[src/bvec_pkg.sv]
package bvec_pkg;
   // Register byte offsets within the engine window
   localparam logic [15:0] BVEC_OFF_DST_XY = 16'h8100;
   localparam logic [15:0] BVEC_OFF_SIZE = 16'h8104;
   localparam logic [15:0] BVEC_OFF_SRC_XY = 16'h8108;
   localparam logic [15:0] BVEC_OFF_PAT_COLOR0 = 16'h8110;
   localparam logic [15:0] BVEC_OFF_PAT_MODE = 16'h8114;
   localparam logic [15:0] BVEC_OFF_LINE_MODE = 16'h8204;
   localparam logic [15:0] BVEC_OFF_COPY_MODE = 16'h8208;
   localparam logic [15:0] BVEC_OFF_STATUS = 16'h820c;

   // Copy mode fields
   localparam int BVEC_CM_SRC_LSB = 0;
   localparam int BVEC_CM_DST_LSB = 2;
   localparam int BVEC_CM_EXPAND = 4;
   localparam int BVEC_CM_YNEG = 5;
   localparam logic [1:0] BVEC_TYPE_NONE = 2'h0;
   localparam logic [1:0] BVEC_TYPE_FB = 2'h1;
   localparam logic [1:0] BVEC_TYPE_BUF = 2'h2;

   // Line mode fields
   localparam int BVEC_LM_YMAJOR = 0;
   localparam int BVEC_LM_XNEG = 1;
   localparam int BVEC_LM_YNEG = 2;
   localparam int BVEC_LM_RDDST = 3;

   // Status fields
   localparam int BVEC_ST_BUSY = 0;
   localparam int BVEC_ST_QUEUED = 2;

   // Reset values and steps
   localparam logic [15:0] BVEC_ZERO16 = 16'h0000;
   localparam logic [15:0] BVEC_STEP = 16'h0001;
   localparam logic [31:0] BVEC_ZERO32 = 32'h0000_0000;

   // Staging buffer indices
   localparam logic BVEC_BUF_DST = 1'b0;
   localparam logic BVEC_BUF_SRC = 1'b1;

   typedef enum logic [1:0] {
      BVEC_PAT_SOLID = 2'b00,
      BVEC_PAT_MONO = 2'b01,
      BVEC_PAT_DITHER = 2'b10,
      BVEC_PAT_COLOR = 2'b11
   } bvec_pat_mode_type;

   typedef enum logic [2:0] {
      BVEC_IDLE = 3'b000,
      BVEC_SRC = 3'b001,
      BVEC_DST = 3'b010,
      BVEC_LINE = 3'b011,
      BVEC_VRD = 3'b100,
      BVEC_VPIX = 3'b101,
      BVEC_FIN = 3'b110
   } bvec_state_type;

   typedef struct packed {
      logic valid;
      bvec_state_type kind;
      logic buf_sel;
      logic src_expand;
      logic [15:0] x;
      logic [15:0] y;
      logic [15:0] len;
   } bvec_mem_req_type;

   typedef struct packed {
      logic expand_en;
      bvec_pat_mode_type mode;
      logic [15:0] color_zero;
   } bvec_pat_type;
endpackage
[src/bvec_engine.sv]
// Chosen here: the AHB-Lite register port.
`timescale 1ns/1ps
module bvec_engine
   import bvec_pkg::*;
(
   input wire logic hclk,
   input wire logic hresetn,
   input wire logic hsel,
   input wire logic [31:0] haddr,
   input wire logic [1:0] htrans,
   input wire logic hwrite,
   input wire logic [2:0] hsize,
   input wire logic [31:0] hwdata,
   input wire logic hready,
   output logic [31:0] hrdata,
   output logic hreadyout,
   output logic hresp,
   output bvec_mem_req_type mem_req,
   input wire logic mem_done,
   output bvec_pat_type pat_out
);

   typedef struct packed {
      // Bus side: write data phase, latched address, read data
      logic wr_pend;
      logic [15:0] addr;
      logic [31:0] rdata;
      // Master copies written by software
      logic [15:0] m_dx;
      logic [15:0] m_dy;
      logic [15:0] m_w;
      logic [15:0] m_h;
      logic [15:0] m_sx;
      logic [15:0] m_sy;
      logic [15:0] m_pc0;
      bvec_pat_mode_type m_pmode;
      logic [5:0] m_cmode;
      logic [3:0] m_lmode;
      logic m_vec;
      // Written since the last start, for the auto-update registers
      logic w_dx;
      logic w_dy;
      logic w_err;
      logic w_sy;
      // Operation queued in the masters
      logic pending;
      // Slave copies used by the running operation
      logic [15:0] s_dx;
      logic [15:0] s_dy;
      logic [15:0] s_w;
      logic [15:0] s_h;
      logic [15:0] s_sx;
      logic [15:0] s_sy;
      logic [15:0] s_pc0;
      bvec_pat_mode_type s_pmode;
      logic s_expand;
      logic [5:0] s_cmode;
      logic [3:0] s_lmode;
      logic s_vec;
      // Sequencer, count of lines or pixels, live positions and error
      bvec_state_type state;
      logic [15:0] cnt;
      logic [15:0] cx;
      logic [15:0] cy;
      logic [15:0] csy;
      logic [15:0] err;
   } bvec_regs_type;

   // Current and next state of the whole block
   bvec_regs_type r;
   bvec_regs_type next_r;

   // First request state of a scan line for the slave copy mode
   function automatic bvec_state_type bvec_line_first(input logic [5:0] cm);
      bvec_state_type st;
      st = BVEC_LINE;
      if (cm[BVEC_CM_SRC_LSB +: 2] == BVEC_TYPE_FB) begin
         st = BVEC_SRC;
      end else if (cm[BVEC_CM_DST_LSB +: 2] == BVEC_TYPE_FB) begin
         st = BVEC_DST;
      end
      return st;
   endfunction

   // Engine sequencing, then bus writes, then read capture
   always_comb begin
      logic [31:0] rd;
      logic [15:0] cnt1;
      logic minor;
      // Locals first, so nothing in here holds a stale value
      rd = BVEC_ZERO32;
      next_r = r;
      cnt1 = r.cnt + BVEC_STEP;
      minor = !r.err[15];

      case (r.state)
         BVEC_IDLE: begin
            if (r.pending) begin
               // Latch masters into slaves, auto-update ones only when written
               next_r.s_dx = r.w_dx ? r.m_dx : r.s_dx;
               next_r.s_dy = r.w_dy ? r.m_dy : r.s_dy;
               next_r.s_h = r.w_err ? r.m_h : r.s_h;
               next_r.s_sy = r.w_sy ? r.m_sy : r.s_sy;
               next_r.s_w = r.m_w;
               next_r.s_sx = r.m_sx;
               next_r.s_pc0 = r.m_pc0;
               next_r.s_pmode = r.m_pmode;
               next_r.s_expand = (r.m_pmode != BVEC_PAT_SOLID);
               next_r.s_cmode = r.m_cmode;
               next_r.s_lmode = r.m_lmode;
               next_r.s_vec = r.m_vec;
               // Written flags start afresh for the next queued operation
               next_r.w_dx = 1'b0;
               next_r.w_dy = 1'b0;
               next_r.w_err = 1'b0;
               next_r.w_sy = 1'b0;
               next_r.pending = 1'b0;
               // Walk starts at the slave positions and initial error
               next_r.cnt = BVEC_ZERO16;
               next_r.cx = next_r.s_dx;
               next_r.cy = next_r.s_dy;
               next_r.csy = next_r.s_sy;
               next_r.err = next_r.s_h;
               // Zero length or height finishes at once
               if (r.m_vec) begin
                  if (r.m_w == BVEC_ZERO16) begin
                     next_r.state = BVEC_FIN;
                  end else if (r.m_lmode[BVEC_LM_RDDST]) begin
                     next_r.state = BVEC_VRD;
                  end else begin
                     next_r.state = BVEC_VPIX;
                  end
               end else if (next_r.s_h == BVEC_ZERO16) begin
                  next_r.state = BVEC_FIN;
               end else begin
                  next_r.state = bvec_line_first(r.m_cmode);
               end
            end
         end
         BVEC_SRC: begin
            if (mem_done) begin
               // Source line landed; the destination line may follow
               if (r.s_cmode[BVEC_CM_DST_LSB +: 2] == BVEC_TYPE_FB) begin
                  next_r.state = BVEC_DST;
               end else begin
                  next_r.state = BVEC_LINE;
               end
            end
         end
         BVEC_DST: begin
            if (mem_done) begin
               // Destination line landed; render the line
               next_r.state = BVEC_LINE;
            end
         end
         BVEC_LINE: begin
            if (mem_done) begin
               // Advance one scan line in the copy direction
               next_r.cnt = cnt1;
               if (r.s_cmode[BVEC_CM_YNEG]) begin
                  next_r.cy = r.cy - BVEC_STEP;
                  next_r.csy = r.csy - BVEC_STEP;
               end else begin
                  next_r.cy = r.cy + BVEC_STEP;
                  next_r.csy = r.csy + BVEC_STEP;
               end
               // Last scan line ends the copy
               if (cnt1 == r.s_h) begin
                  next_r.state = BVEC_FIN;
               end else begin
                  next_r.state = bvec_line_first(r.s_cmode);
               end
            end
         end
         BVEC_VRD: begin
            if (mem_done) begin
               // Pixel held in buffer zero; render it next
               next_r.state = BVEC_VPIX;
            end
         end
         BVEC_VPIX: begin
            if (mem_done) begin
               // Bresenham step: major axis always, minor when error is not negative
               next_r.cnt = cnt1;
               if (r.s_lmode[BVEC_LM_YMAJOR] || minor) begin
                  next_r.cy = r.s_lmode[BVEC_LM_YNEG] ? r.cy - BVEC_STEP : r.cy + BVEC_STEP;
               end
               if (!r.s_lmode[BVEC_LM_YMAJOR] || minor) begin
                  next_r.cx = r.s_lmode[BVEC_LM_XNEG] ? r.cx - BVEC_STEP : r.cx + BVEC_STEP;
               end
               next_r.err = minor ? r.err + r.s_sy : r.err + r.s_sx;
               // Last pixel ends the vector, else read or draw the next one
               if (cnt1 == r.s_w) begin
                  next_r.state = BVEC_FIN;
               end else if (r.s_lmode[BVEC_LM_RDDST]) begin
                  next_r.state = BVEC_VRD;
               end else begin
                  next_r.state = BVEC_VPIX;
               end
            end
         end
         BVEC_FIN: begin
            // Leave updated slave values for a following operation
            if (r.s_vec) begin
               // Vector: continue from the next pixel with its error term
               next_r.s_dx = r.cx;
               next_r.s_dy = r.cy;
               next_r.s_h = r.err;
            end else if (r.s_cmode[BVEC_CM_EXPAND]) begin
               // Glyph: the next glyph sits one width to the right
               next_r.s_dx = r.s_dx + r.s_w;
            end else begin
               // Bitmap: the next copy sits one height further on
               next_r.s_dy = r.cy;
               if (r.s_cmode[BVEC_CM_SRC_LSB +: 2] != BVEC_TYPE_NONE) begin
                  next_r.s_sy = r.csy;
               end
            end
            next_r.state = BVEC_IDLE;
         end
         default: begin
            next_r.state = BVEC_IDLE;
         end
      endcase

      // Data phase of a bus write; line and copy mode writes queue an operation
      if (r.wr_pend) begin
         if (r.addr == BVEC_OFF_DST_XY) begin
            // Destination position; both halves count as written
            next_r.m_dx = hwdata[15:0];
            next_r.m_dy = hwdata[31:16];
            next_r.w_dx = 1'b1;
            next_r.w_dy = 1'b1;
         end else if (r.addr == BVEC_OFF_SIZE) begin
            // Width and height, or length and initial error
            next_r.m_w = hwdata[15:0];
            next_r.m_h = hwdata[31:16];
            next_r.w_err = 1'b1;
         end else if (r.addr == BVEC_OFF_SRC_XY) begin
            // Source position, or axial and diagonal error
            next_r.m_sx = hwdata[15:0];
            next_r.m_sy = hwdata[31:16];
            next_r.w_sy = 1'b1;
         end else if (r.addr == BVEC_OFF_PAT_COLOR0) begin
            // Colour used by solid primitives
            next_r.m_pc0 = hwdata[15:0];
         end else if (r.addr == BVEC_OFF_PAT_MODE) begin
            // Pattern kind for the next operation
            next_r.m_pmode = bvec_pat_mode_type'(hwdata[1:0]);
         end else if (r.addr == BVEC_OFF_LINE_MODE) begin
            // Vector direction and read flag; queues a vector
            next_r.m_lmode = hwdata[3:0];
            next_r.m_vec = 1'b1;
            next_r.pending = 1'b1;
         end else if (r.addr == BVEC_OFF_COPY_MODE) begin
            // Source and destination types; queues a copy
            next_r.m_cmode = hwdata[5:0];
            next_r.m_vec = 1'b0;
            next_r.pending = 1'b1;
         end
      end

      // Address phase: capture read data, registers as seen after this cycle's write, status as it stands before it
      // A write's data phase is the cycle after its address phase
      next_r.wr_pend = hsel && hready && htrans[1] && hwrite;
      if (hsel && hready && htrans[1]) begin
         next_r.addr = haddr[15:0];
      end
      // Unmapped offsets read as zero
      if (haddr[15:0] == BVEC_OFF_DST_XY) begin
         rd = {next_r.m_dy, next_r.m_dx};
      end else if (haddr[15:0] == BVEC_OFF_SIZE) begin
         rd = {next_r.m_h, next_r.m_w};
      end else if (haddr[15:0] == BVEC_OFF_SRC_XY) begin
         rd = {next_r.m_sy, next_r.m_sx};
      end else if (haddr[15:0] == BVEC_OFF_PAT_COLOR0) begin
         rd[15:0] = next_r.m_pc0;
      end else if (haddr[15:0] == BVEC_OFF_PAT_MODE) begin
         rd[1:0] = next_r.m_pmode;
      end else if (haddr[15:0] == BVEC_OFF_LINE_MODE) begin
         rd[3:0] = next_r.m_lmode;
      end else if (haddr[15:0] == BVEC_OFF_COPY_MODE) begin
         rd[5:0] = next_r.m_cmode;
      end else if (haddr[15:0] == BVEC_OFF_STATUS) begin
         // Busy while an operation runs, queued while one waits
         rd[BVEC_ST_BUSY] = (r.state != BVEC_IDLE);
         rd[BVEC_ST_QUEUED] = r.pending;
      end
      if (hsel && hready && htrans[1] && !hwrite) begin
         next_r.rdata = rd;
      end
   end

   // State register
   always_ff @(posedge hclk or negedge hresetn) begin
      if (!hresetn) begin
         r <= '0;
      end else begin
         r <= next_r;
      end
   end

   // Bus answers: zero wait states, always OKAY
   assign hrdata = r.rdata;
   assign hreadyout = 1'b1;
   assign hresp = 1'b0;

   // Memory request for the current state
   always_comb begin
      mem_req.valid = (r.state != BVEC_IDLE) && (r.state != BVEC_FIN);
      mem_req.kind = r.state;
      mem_req.src_expand = r.s_cmode[BVEC_CM_EXPAND];
      mem_req.buf_sel = (r.state == BVEC_SRC) ? BVEC_BUF_SRC : BVEC_BUF_DST;
      mem_req.x = (r.state == BVEC_SRC) ? r.s_sx : r.cx;
      mem_req.y = (r.state == BVEC_SRC) ? r.csy : r.cy;
      // Copies move whole lines, vectors one pixel at a time
      mem_req.len = r.s_vec ? BVEC_STEP : r.s_w;
   end

   // Pattern source: solid uses colour zero with expansion off
   // These follow the slave copies, so they change only at a start
   assign pat_out.expand_en = r.s_expand;
   assign pat_out.mode = r.s_pmode;
   assign pat_out.color_zero = r.s_pc0;

endmodule

[config.mk]
export PLATFORM = sky130hd
export DESIGN_NAME = bvec_engine
export DESIGN_NICKNAME = d
export VERILOG_FILES = /design/src/bvec_pkg.sv /design/src/bvec_engine.sv
export SDC_FILE = /design/constraint.sdc
export NUM_CORES = 1
export LEC_CHECK = 0
export BUFFER_PORTS_ARGS = -buffer_cell sky130_fd_sc_hd__buf_4
export CORE_MARGIN = 4
export CORE_UTILIZATION = 36
export CTS_CLUSTER_SIZE = 20
export DETAILED_ROUTE_END_ITERATION = 6
export PLACE_DENSITY = 0.59
export SLEW_MARGIN = 40
export SYNTH_ARGS = -nofsm -noshare
export SYNTH_HDL_FRONTEND = slang
export SYNTH_SLANG_ARGS = --single-unit
[constraint.sdc]
create_clock -name hclk -period 4.8 [get_ports hclk]
set_input_delay 0.96 -clock hclk [delete_from_list [all_inputs] [get_ports hclk]]
set_output_delay 0.96 -clock hclk [all_outputs]
set_load 0.05 [all_outputs]
# Word-level counts from Yosys, hierarchy flattened
# Index checks and enable logic that the tools add are counted.
[op_classes]
addsub = 10
n_eq_ne = 42
mux = 92
n_bitwise = 5
n_reduce_logical = 33
[ops]
columns = ["op", "count"]
rows = [
  ["$mux W16", 22],
  ["$mux W32", 8],
  ["$eq A16 B16 Y1 const B", 15],
  ["$mux W214", 1],
  ["$pmux W16 S2", 5],
  ["$mux W130", 1],
  ["$pmux W16 S3", 2],
  ["$mux W93", 1],
  ["$add A16 B1 Y16 const B", 4],
  ["$pmux W32 S2", 1],
  ["$mux W61", 1],
  ["$mux W51", 1],
  ["$add A16 B16 Y16", 3],
  ["$sub A16 B1 Y16 const B", 3],
  ["$mux W3", 11],
  ["$eq A16 B16 Y1", 2],
  ["$logic_not A16 Y1", 2],
  ["$mux W29", 1],
  ["$ne A2 B2 Y1 const B", 12],
  ["$mux W1", 19],
  ["$mux W19", 1],
  ["$mux W6", 3],
  ["$pmux W3 S6", 1],
  ["$reduce_and A3 Y1", 5],
  ["other kinds (23)", 57],
]
[totals]
regBits = 388
in_bits = 75
out_inout_bits = 107
elab_cells = 219

# Depth between registers and ports, before layout
[depth]
ltp_word = 22
mapped_depth = 13
mapped_depth_nobuf = 12

# Worst setup path after synthesis
# No wires, ideal clock.
[synth_path]
kind = "reg2out"
startpoint = "register r (netlist bit mem_req[50])"
endpoint = "output mem_req[16] (netlist name)"
t_arrival_ps = 2765
required_time_ps = 3840
slack_ps = 1075
path_stages_with_launch = 7
path_cell_list = "dfrtp_1 clkbuf_1 nor2b_1 nor2b_1 buf_1 clkbuf_1 o21ai_0"
[synth_lines]
columns = ["item", "line", "source"]
rows = [
  ["start, declared", "bvec_engine.sv:70", "bvec_regs_type r;"],
  ["start signal, assigned", "bvec_engine.sv:299", "r <= next_r;"],
  ["end, declared", "bvec_engine.sv:18", "output bvec_mem_req_type mem_req,"],
]

==> summary.txt <==
Worst-Margin Slew = 889 ps
Placed cell areas = 0.0251 sq mm
Worst vdd ir = 0.259 mV
CP max-delay cell = dfrtp_1
# IOs = 182
Synthesis-to-layout area growth = 13.2%
RSZ-0062 raised after global routing = false
Num CTS Buffers = 44
Clock power frac = 32.2%
Cell internal pwr = 6.39 mW
Met1 wire length = 35.5 mm
CTS tree = done
Slowest Stage Delay on Critical Path = 630 ps
Row count = 93
Worst skew pair latency = 590 ps
Setup bufs post-CTS = 0
Hold_ws = 212 ps
Pwr Density = 387 mW/mm^2
Clk buf depth = 3
CP top delay family = simple AND/OR/NAND/NOR gates
Post-cts gate resize count = 0
Avg Cell Area, Syn = 9.09 sq um
Worst Hold Class = input port to async pin
DR top layer = met4
First-pass GRT wire length = 119 mm
Synth area leader = dfrtp_1
WP buf/inv = 2
Pin count of the biggest net entering global routing = 68
Die W = 263 microns
Total power = 10.2 mW
DP Wirelength = 56.1 mm
N_diodes = 0
DRC = 0
FMAX = 240 MHz
CTS Sinks = 388
Final WL = 77.4 mm
Predominant post-synthesis flop cell = dfrtp_1
Part of the power in registers = 38.2%
Final hold violation count = 0
Final Slew Violations = 0
Routability-driven placement congestion ratio = 0.930
Vias in the first global route = 19.1k
Switching power = 3.85 mW
Die area = 0.0690 sq mm
Final period util = 86.8%
DR iter-0 viols = 1901
Crit path DAT = 3210 ps
Crit Path Category = flop to primary output
Worst-path clk slew = 60 ps
Wire length on met2 = 34.1 mm
Layout cells sized above 1 = 19.8%
Setup violations, final = 0
Gate count of the mapped netlist = 2570
Number of synthesized flops with an enable pin = 0
Leakage = 11.8 nW
Utilization after layout = 41.1%
Port bufs = 159
Setup TNS = 0 ps
Commonest non-fill, non-tap cells in the layout = 418 x nand2_1, 386 x dfrtp_1, 208 x mux2_2
Vias per cell = 5.61
Post-synthesis sequential area ratio = 41.6%
Slew headroom = 40.7%
Fin worst setup slack = 633 ps
Drt pass-1 iters = 6
Nets = 2742
Final Cell Area = 0.0264 sq mm
Crit path max fanout = 21
Core ar. = 0.0643 sq mm
Htree depth = 2
Synthesized Nets = 2710
Setup WS pre-CTS = 1330 ps
GRT Total Usage = 21.7%
Initial Util = 36.3%
Share of the synthesized area in the top cell type = 41.6%
Die Height = 263 microns
Wire length on met3 = 6.05 mm
Post-synthesis cell type count = 86
Req. time, crit path = 3840 ps
Area of the mapped netlist = 0.0234 sq mm
Leading cell type in the layout, fill and taps excluded = nand2_1
Top cells by area, synth = dfrtp_1 42%, mux2_2 10%, nand2_1 6.8%, o21ai_0 4.2%, ha_1 3.3%
Hold-fix buffers, CTS = 0
Startpoint Class = flop
Switching share of power = 37.6%
Fin cells = 3491
Max-cap violations = 0
Initial antenna violation count = 0
Comb power frac = 29.6%
Via Count = 19.6k
WL/cell = 22.2 microns
Critical Path Sink Type = primary output
Placed Cells = 3411
Clk root buf = clkbuf_16
Status = completed
Async SR Flop Fraction = 100%
Cell Chain, Critical Path = nor2b_1 -> nor2b_4 -> buf_4 -> nand2_1 -> o21ai_0 -> buf_4
Fin Clk Skew = 20.8 ps
Global route total overflow = 0
FF+latch count, synth = 388
YS warnings = 0
Min Tclk post-route = 4170 ps
Crit-path most repeated cell = buf_4
ANT nets after route = 0
cell usage after synthesis (6+ instances only):
cell	n
mux2i_1	67
buf_2	10
xor2_1	46
nor3b_1	10
o31ai_1	16
o22ai_1	15
a2bb2oi_1	18
a21o_1	14
nand2b_1	18
o211ai_1	16
nor2_1	189
a211oi_1	15
buf_4	59
buf_1	20
or3_1	14
nand4_1	13
nor3_1	59
xnor2_1	50
clkbuf_1	126
ha_1	61
mux2_2	208
nand3_1	73
o21a_1	17
dfrtp_1	388
nor4_1	20
and3_1	11
o21ai_0	195
nand2_1	420
inv_1	41
o21bai_1	10
a21oi_1	134
and2_1	16
nor2b_1	27
a31oi_1	52
a22oi_1	6
flip-flops by register name (all words and copies together), names as in the netlist:
signal / cells
hrdata: 32
pat_out: 19
mem_req: 4
r: 333
logic make-up (layout without fill, tap and decap cells):
| family | Yosys count | after routing | synth area share, % |
|---|---|---|---|
| simple gates | 911 | 911 | 17.9 |
| flops | 388 | 388 | 41.6 |
| compound gates | 573 | 573 | 15.1 |
| buf+inv | 259 | 325 | 5.24 |
| fa+ha+maj | 65 | 65 | 3.61 |
| other cells | 2 | 2 | 0.0322 |
| mux | 276 | 276 | 13.0 |
| xor+xnor | 96 | 96 | 3.60 |
cell type report:
class	count	area [sq um]
clock buffers	63	1230
fillers	6340	37900
multi-input cells	1923	12500
inverters	42	158
well taps	855	1070
flip-flops and latches	388	9710
repair buffers	203	1630
clock inverters	17	158
power groups by stage:
stage | combinational, mW | clock, mW | sequential (mW)
finish | 3.03 | 3.30 | 3.92
global route | 3.24 | 3.49 | 3.95
CTS | 3.02 | 3.36 | 3.90
detailed placement | 3.01 | 0 | 3.95
global placement | 2.94 | 0 | 3.94
floorplan | 2.17 | 0 | 3.74
per-layer routing:
| metal | vias up | GRT usage, % |
|---|---|---|
| met3 | 96 | 3.88 |
| li1 | 9119 | - |
| met1 | 9613 | 31.8 |
| met4 | 0 | 5.15 |
| met5 | - | 0 |
| met2 | 745 | 33.6 |
path summary, 6_finish.rpt:
check | cells after the start | slack, ps | to | from
min reg2reg | 2 | 460 | pat_out[13] | r[240]
max | 6 | 630 | mem_req[17] | mem_req[50]
min | 1 | 210 | r[25] | hresetn
max reg2reg | 11 | 1290 | r[15] | r[15]
min in group hclk | 2 | 460 | pat_out[13] | r[240]
max in group asynchronous | 4 | 3260 | r[265] | hresetn
Power figures use the tool's default switching activity.
